===== src/serial_word_pkg.sv =====
// Package of shared constants for the serial output control word block.
// Assumes a single core clock domain; imported by every design module.
package serial_word_pkg;

    // ------------------------------------------------------------
    // Shift register layout
    // ------------------------------------------------------------
    localparam int SHIFT_W = 24;
    localparam int ADDR_W = 2;
    localparam int WORD_W = 22;
    localparam logic [ADDR_W-1:0] ADDR_OUT_WORD = 2'h1;

    // ------------------------------------------------------------
    // Output control word fields (data field numbering)
    // ------------------------------------------------------------
    localparam int LEVEL0_BIT = 15;
    localparam int LEVEL1_BIT = 16;
    localparam int TEST_BIT = 17;
    localparam int FAST_BIT = 18;
    localparam int POWERDOWN_BIT = 19;
    localparam logic [WORD_W-1:0] WORD_RESET = 22'h000000;

    // ------------------------------------------------------------
    // Synchroniser depth and pin modes
    // ------------------------------------------------------------
    localparam int SYNC_STAGES = 2;

    typedef enum logic [2:0] {
        MODE_GP = 3'b001,
        MODE_FAST = 3'b010,
        MODE_TEST = 3'b100
    } pin_mode_e;

endpackage


===== src/shift_link_if.sv =====
// Interface carrying the assembled shift word and its latch pulse.
// Assumes both ends run on the same core clock.
`timescale 1ns/1ps

interface shift_link_if;
    import serial_word_pkg::*;

    logic [SHIFT_W-1:0] shift_word; // Current shift register contents
    logic latch_pulse;              // One cycle on latch enable rise

    modport src (output shift_word, output latch_pulse);
    modport dst (input shift_word, input latch_pulse);
endinterface


===== src/output_word_ctl.sv =====
// Top of the output control word block: latch, mode decode, pin drivers.
// Assumes the charge-pump gain bit and test levels come from core_clk logic.
`timescale 1ns/1ps

// Contract
// RULE1: Latch enable rise with address 01 copies data field into the word.
// RULE2: Word holds output mode in bits 15..18, powerdown select at bit 19.
// RULE3: General-purpose mode drives first pin at the level of bit 15.
// RULE4: General-purpose mode drives second pin at the level of bit 16.
// RULE5: General-purpose mode only when fastlock and test bits are both zero.
// RULE6: Fastlock mode when bit 18 is one and test bit is zero.
// RULE7: Fastlock with high gain pulls first pin actively low.
// RULE8: Fastlock without high gain leaves first pin off, high impedance.
// RULE9: Fastlock ignores level bits; second pin stays high impedance.
// RULE10: Test bit 17 set selects test mode, overriding other modes.
// RULE11: Each serial bit is shifted in on the serial clock rising edge.
// RULE12: Host sends MSB first, address bits last before latch enable.
// RULE13: Latch rise with other addresses leaves word and pins unchanged.
module output_word_ctl (
    input wire logic core_clk,                  // 10 MHz core clock
    input wire logic nrst,                      // Async reset, active low
    input wire logic ser_data,                  // Serial data pin
    input wire logic ser_clk,                   // Serial clock pin
    input wire logic latch_enable,              // Latch enable pin
    input wire logic charge_pump_high_gain_bit, // Gain bit, core domain
    input wire logic test_level0,               // Test mode level, pin 0
    input wire logic test_level1,               // Test mode level, pin 1
    output logic first_output_pin_o,            // First pin level
    output logic first_output_pin_oe_n,         // First pin drive, low=on
    output logic second_output_pin_o,           // Second pin level
    output logic second_output_pin_oe_n,        // Second pin drive, low=on
    output logic powerdown_select_bit,          // Powerdown mode select
    output serial_word_pkg::pin_mode_e pin_mode // Current pin mode
);
    import serial_word_pkg::*;

    // ------------------------------------------------------------
    // Serial front end
    // ------------------------------------------------------------
    shift_link_if link ();

    serial_shifter u_shifter (
        .core_clk(core_clk),
        .nrst(nrst),
        .ser_data(ser_data),
        .ser_clk(ser_clk),
        .latch_enable(latch_enable),
        .link(link)
    );

    // ------------------------------------------------------------
    // Output pin control word
    // ------------------------------------------------------------
    logic [WORD_W-1:0] output_pin_control_word_reg;
    logic [WORD_W-1:0] output_pin_control_word_next;
    logic [ADDR_W-1:0] latch_addr;
    logic [WORD_W-1:0] latch_data;
    logic word_hit;

    // Address sits in the two bits clocked last
    assign latch_addr = link.shift_word[ADDR_W-1:0]; // see RULE12
    assign latch_data = link.shift_word[SHIFT_W-1:ADDR_W];
    assign word_hit = link.latch_pulse && (latch_addr == ADDR_OUT_WORD);
    // Other addresses belong to other words and are simply dropped
    assign output_pin_control_word_next = word_hit ?
        latch_data : output_pin_control_word_reg; // see RULE1 see RULE13

    // Word register; no documented reset so zero gives quiet outputs
    always_ff @(posedge core_clk or negedge nrst) begin
        if (!nrst) begin
            output_pin_control_word_reg <= WORD_RESET;
        end else begin
            output_pin_control_word_reg <= output_pin_control_word_next;
        end
    end

    // ------------------------------------------------------------
    // Mode decode
    // ------------------------------------------------------------
    logic level0_bit;
    logic level1_bit;
    logic test_bit;
    logic fast_bit;
    pin_mode_e mode_sel;

    // Only bits 15..19 are used; the rest are don't care
    assign level0_bit = output_pin_control_word_reg[LEVEL0_BIT]; // see RULE2
    assign level1_bit = output_pin_control_word_reg[LEVEL1_BIT];
    assign test_bit = output_pin_control_word_reg[TEST_BIT];
    assign fast_bit = output_pin_control_word_reg[FAST_BIT];
    // Test has priority, then fastlock, then general purpose
    assign mode_sel = test_bit ? MODE_TEST : // see RULE10
        (fast_bit ? MODE_FAST : MODE_GP); // see RULE5 see RULE6

    // ------------------------------------------------------------
    // Pin drivers
    // ------------------------------------------------------------
    logic pin0_next;
    logic pin0_oe_n_next;
    logic pin1_next;
    logic pin1_oe_n_next;

    // Output enables are low while driving
    always_comb begin
        pin0_next = 1'b0;
        pin0_oe_n_next = 1'b1;
        pin1_next = 1'b0;
        pin1_oe_n_next = 1'b1;
        unique case (mode_sel)
            MODE_GP: begin
                pin0_next = level0_bit;   // see RULE3
                pin0_oe_n_next = 1'b0;
                pin1_next = level1_bit;   // see RULE4
                pin1_oe_n_next = 1'b0;
            end
            MODE_FAST: begin
                // Pin 0 switches the damping resistor to ground
                pin0_next = 1'b0; // see RULE7
                pin0_oe_n_next = !charge_pump_high_gain_bit; // see RULE8
                pin1_next = 1'b0;
                pin1_oe_n_next = 1'b1;    // see RULE9
            end
            MODE_TEST: begin
                pin0_next = test_level0;
                pin0_oe_n_next = 1'b0;
                pin1_next = test_level1;
                pin1_oe_n_next = 1'b0;
            end
        endcase
    end

    // Registered pins keep glitches off the package outputs
    always_ff @(posedge core_clk or negedge nrst) begin
        if (!nrst) begin
            first_output_pin_o <= 1'b0;
            first_output_pin_oe_n <= 1'b0;
            second_output_pin_o <= 1'b0;
            second_output_pin_oe_n <= 1'b0;
        end else begin
            first_output_pin_o <= pin0_next;
            first_output_pin_oe_n <= pin0_oe_n_next;
            second_output_pin_o <= pin1_next;
            second_output_pin_oe_n <= pin1_oe_n_next;
        end
    end

    // Status mirrors, one cycle behind the word like the pins
    always_ff @(posedge core_clk or negedge nrst) begin
        if (!nrst) begin
            powerdown_select_bit <= 1'b0;
            pin_mode <= MODE_GP;
        end else begin
            powerdown_select_bit <= output_pin_control_word_reg[POWERDOWN_BIT];
            pin_mode <= mode_sel;
        end
    end
endmodule


===== src/serial_shifter.sv =====
// Three-wire serial front end: synchronisers, shift register, latch edge.
// Assumes the serial clock is much slower than core_clk (800 ns vs 100 ns).
`timescale 1ns/1ps

module serial_shifter (
    input wire logic core_clk,      // Core clock
    input wire logic nrst,          // Async reset, active low
    input wire logic ser_data,      // Serial data pin
    input wire logic ser_clk,       // Serial clock pin
    input wire logic latch_enable,  // Latch enable pin
    shift_link_if.src link          // Word and latch pulse out
);
    import serial_word_pkg::*;

    // ------------------------------------------------------------
    // Pin synchronisers
    // ------------------------------------------------------------
    logic [SYNC_STAGES-1:0] data_sync_reg;
    logic [SYNC_STAGES-1:0] clk_sync_reg;
    logic [SYNC_STAGES-1:0] latch_sync_reg;
    logic clk_prev_reg;
    logic latch_prev_reg;
    logic [SHIFT_W-1:0] shift_reg;
    logic [SHIFT_W-1:0] shift_next;
    logic clk_rise;
    logic latch_rise;

    // Data goes through the same depth as the clock so they stay aligned
    always_ff @(posedge core_clk or negedge nrst) begin
        if (!nrst) begin
            data_sync_reg <= '0;
            clk_sync_reg <= '0;
            latch_sync_reg <= '0;
        end else begin
            data_sync_reg <= {data_sync_reg[0], ser_data};
            clk_sync_reg <= {clk_sync_reg[0], ser_clk};
            latch_sync_reg <= {latch_sync_reg[0], latch_enable};
        end
    end

    // ------------------------------------------------------------
    // Edge detection and shifting
    // ------------------------------------------------------------
    assign clk_rise = clk_sync_reg[1] & ~clk_prev_reg;
    assign latch_rise = latch_sync_reg[1] & ~latch_prev_reg;
    // MSB first, so new bits enter at the bottom
    assign shift_next = clk_rise ?
        {shift_reg[SHIFT_W-2:0], data_sync_reg[1]} : shift_reg; // see RULE11

    // Shift register and edge history
    always_ff @(posedge core_clk or negedge nrst) begin
        if (!nrst) begin
            clk_prev_reg <= 1'b0;
            latch_prev_reg <= 1'b0;
            shift_reg <= '0;
        end else begin
            clk_prev_reg <= clk_sync_reg[1];
            latch_prev_reg <= latch_sync_reg[1];
            shift_reg <= shift_next;
        end
    end

    assign link.shift_word = shift_reg;
    assign link.latch_pulse = latch_rise;
endmodule


===== config.mk =====
export PLATFORM = sky130hd
export DESIGN_NAME = output_word_ctl
export DESIGN_NICKNAME = d
export VERILOG_FILES = /design/src/serial_word_pkg.sv /design/src/shift_link_if.sv /design/src/output_word_ctl.sv /design/src/serial_shifter.sv
export SDC_FILE = /design/constraint.sdc
export NUM_CORES = 1
export LEC_CHECK = 0
export ABC_AREA = 1
export BUFFER_PORTS_ARGS = -buffer_cell sky130_fd_sc_hd__buf_2
export CAP_MARGIN = 10
export CORE_MARGIN = 2
export CORE_UTILIZATION = 35
export CTS_CLUSTER_SIZE = 25
export DETAILED_ROUTE_END_ITERATION = 8
export PLACE_DENSITY_LB_ADDON = 0.08
export SLEW_MARGIN = 10
export SYNTH_ARGS = -nofsm -noshare
export SYNTH_HDL_FRONTEND = slang
export SYNTH_HIERARCHICAL = 1
export SYNTH_SLANG_ARGS = --single-unit
export TNS_END_PERCENT = 5

===== constraint.sdc =====
create_clock -name core_clk -period 1.1 [get_ports core_clk]
set_clock_uncertainty 0.15 [all_clocks]
set_input_delay 0.165 -clock core_clk [delete_from_list [all_inputs] [get_ports core_clk]]
set_output_delay 0.165 -clock core_clk [all_outputs]
set_load 0.05 [all_outputs]

* Yosys cells after proc, flatten, opt, wreduce, memory -nomap -nowiden *
Index checks and enable logic that the tools add are counted.

word-level totals
  register bits after elaboration = 58
  bits of input ports = 8
  logic and storage cells = 30

cells by class
  equality and inequality tests = 4
  multiplexer cells = 6
  bitwise gates (word level) = 4
  reductions and logical operators = 3

operators by type and width
  kind                                                 number
  case mux 1 bit (3 select lines)                      2
  case mux 1 bit (2 select lines)                      2
  equality test 3 x 1 -> 1 bit, second input constant  1
  equality test 3 x 2 -> 1 bit, second input constant  1
  equality test 3 bit, second input constant           1
  2-to-1 mux 3 bit                                     1
  AND 1 bit                                            2
  equality test 2 x 1 -> 1 bit, second input constant  1
  2-to-1 mux 2 bit                                     1
  inverter 1 bit                                       2
  OR reduction 2 bit                                   1
  logical AND 1 bit                                    1
  zero test 1 bit                                      1

* Depth between registers and ports, before layout *
  word-level depth = 5
  depth in mapped cells = 5
  mapped depth without buffers = 5

* Cells and area by module *
Netlist, hierarchy kept.

by module, submodules not included
  module           instances  cells an instance  area an instance (µm²)
  serial_shifter   1          115                1233.7
  output_word_ctl  1          40                 430.4

* Worst setup path before layout *
Ideal clock, no wire load.

  path kind = register to output
  start = reg second_output_pin_oe_n (netlist name)
  end = out pin_mode[1]
  data arrival time = 886 ps
  data required time = 785 ps
  path slack = -101 ps
  stages on the path, launching flop included = 2
  buffers on the path = 1
  path through = dfrtp_1 -> buf_4

RTL lines
  element    RTL line               source
  to (decl)  output_word_ctl.sv:33  output serial_word_pkg::pin_mode_e pin_mode

* Worst setup path after layout *
  start = reg pin_mode[0]
  end = out pin_mode[0]

RTL lines
  element                 RTL line                source
  from (signal assigned)  output_word_ctl.sv:154  pin_mode <= mode_sel;

No word-level cell between the ends.

==> flow_metrics.env <==
export IMPL_status="finished, violations left"
export IMPL_violations="negative setup slack"
export IMPL_viasPerCell=4.59
export IMPL_max_freq_mhz=781
export IMPL_use_met1_pct=14.7
export IMPL_first_pass_iters=4
export IMPL_rsz0062_at_grt="true"
export IMPL_routed_wl_mm=2.69
export IMPL_setup_worst_path_class="reg -> out"
export IMPL_syn_inst=147
export IMPL_die_width_um=71.4
export IMPL_cap_violations=0
export IMPL_final_common_cell="nand2_1"
export IMPL_core_area_um2=4350
export IMPL_final_nets=182
export IMPL_cp_start_kind="flop"
export IMPL_cp_end_kind="primary output"
export IMPL_layout_min_cycle_time_ns=1.28
export IMPL_place_ws_ns=-0.0641
export IMPL_clkSinkCount=42
export IMPL_min_delay_path_class="reg -> reg"
export IMPL_diodes=0
export IMPL_crit_required_ns=0.78
export IMPL_peakVddDrop_uv=720
export IMPL_fin_area_um2=1950
export IMPL_nFillCells=423
export IMPL_syn_nets=155
export IMPL_netlist_area_um2=1590
export IMPL_max_slew_worst_pin_slew_ns=0.245
export IMPL_start_util_pct=36.5
export IMPL_grt_max_degree=43
export IMPL_critPathTopFamily="flip-flops"
export IMPL_crit_path_max_incr_delay_ns=0.54
export IMPL_power_density_nw_per_um2=1560
export IMPL_gp_congestion=0.762
export IMPL_vias=1042
export IMPL_drv_slew=0
export IMPL_dpl_hpwl_mm=1.70
export IMPL_grt_overflow=0
export IMPL_setup_slack_ns=-0.180
export IMPL_drc=0
export IMPL_path_max_fanout=1
export IMPL_finalSetupViolations=8
export IMPL_drt_iter0_drc=70
export IMPL_first_global_vias=1075
export IMPL_busiest_layer="met2"
export IMPL_port_buffers=15
export IMPL_htreeDepth=2
export IMPL_dieArea_um2=5100
export IMPL_use_met2_pct=20.1
export IMPL_cts_path_max_buffers=2
export IMPL_wl_per_cell_um=11.9
export IMPL_drive_above_1_share_pct=22.3
export IMPL_grt_pass1_wl_mm=4.80
export IMPL_area_growth_pct=22.8
export IMPL_cts_root_buffer="clkbuf_8"
export IMPL_r2r_slack_ns=0.01
export IMPL_cp_cell_sequence="buf_8"
export IMPL_most_common_layout_cells="nand2_1, dfrtp_1, nand3_1"
export IMPL_synth_warnings=6
export IMPL_antenna_found_initial=0
export IMPL_largest_reg_flops=22
export IMPL_worst_path_buf_inv=1
export IMPL_die_h_um=71.4
export IMPL_postRouteAntennaNets=0
export IMPL_core_rowCount=24
export IMPL_cts_inserted_buffers=5
export IMPL_clk_latency_ns=0.28
export IMPL_grt_total_usage_pct=12.3
export IMPL_period_share_pct=116
export IMPL_place_area_um2=1720
export IMPL_cpMaxStageDelayCell="dfstp_2"
export IMPL_avgSynthCellArea_um2=10.8
export IMPL_met3_usage_pct=3.94
export IMPL_relSlewSlack_pct=83.7
export IMPL_worstPathArrival_ns=0.97
export IMPL_power_leakage_nw=1.02
export IMPL_final_util_pct=44.8
export IMPL_cts_tree="built"
export IMPL_clkTransAtPathRegs_ns=0.08
export IMPL_ios=16
export IMPL_setup_tns_ns=-0.466
export IMPL_cts_setup_buffers=0
export IMPL_hold_viol=0
path summary, 6_finish.rpt:
check	start	end	cells past startpoint
setup / recovery	pin_mode[0]	pin_mode[0]	1
min in group asynchronous	nrst	second_output_pin_o	3
hold reg to reg	u_shifter/clk_sync_reg[0]	u_shifter/clk_sync_reg[1]	0
max in group asynchronous	nrst	pin_mode[0]	3
hold / removal	u_shifter/clk_sync_reg[0]	u_shifter/clk_sync_reg[1]	0
setup reg to reg	u_shifter/clk_sync_reg[1]	u_shifter/link.shift_word[15]	4
report_power, final:
part	internal (W)	switching (W)	total [W]
registers	0.00168	0.0000826	0.00176
logic	0.000129	0.000158	0.000287
clock network	0.000506	0.000493	0.00100
repair_timing:
action,in CTS,in global routing
hold buffers,7,0
endpoints found under the hold margin,48,0
endpoints found under the setup margin,13,36
resized for setup,19,3
pin swaps,0,0
cloned,0,0
layer usage:
layer  wire (um)  part of all wire (%)
met1        1280                    48
met3         125                   4.6
met2        1270                    47
met4          19                  0.71
met5           0                     0
cell type report:
type,instances,area (um^2),area share [%]
multi-input cells,93,428,21.9
clock inverters,1,5.00,0.257
clock buffers,7,86.3,4.43
well taps,52,65.1,3.34
inverters,4,17.5,0.898
flip-flops and latches,42,1050,54.1
repair buffers,28,294,15.1
per-stage QoR:
step / cells / hold slack, ns / power [W]
floorplan: 147 / -0.281 / 0.00195
global placement: 212 / 0.00260 / 0.00204
detailed placement: 212 / 0.00342 / 0.00205
CTS: 227 / 0.208 / 0.00309
global route: 227 / 0.211 / 0.00323
finish: 227 / 0.204 / 0.00304
No activity file was read; power rests on OpenSTA's default activity.
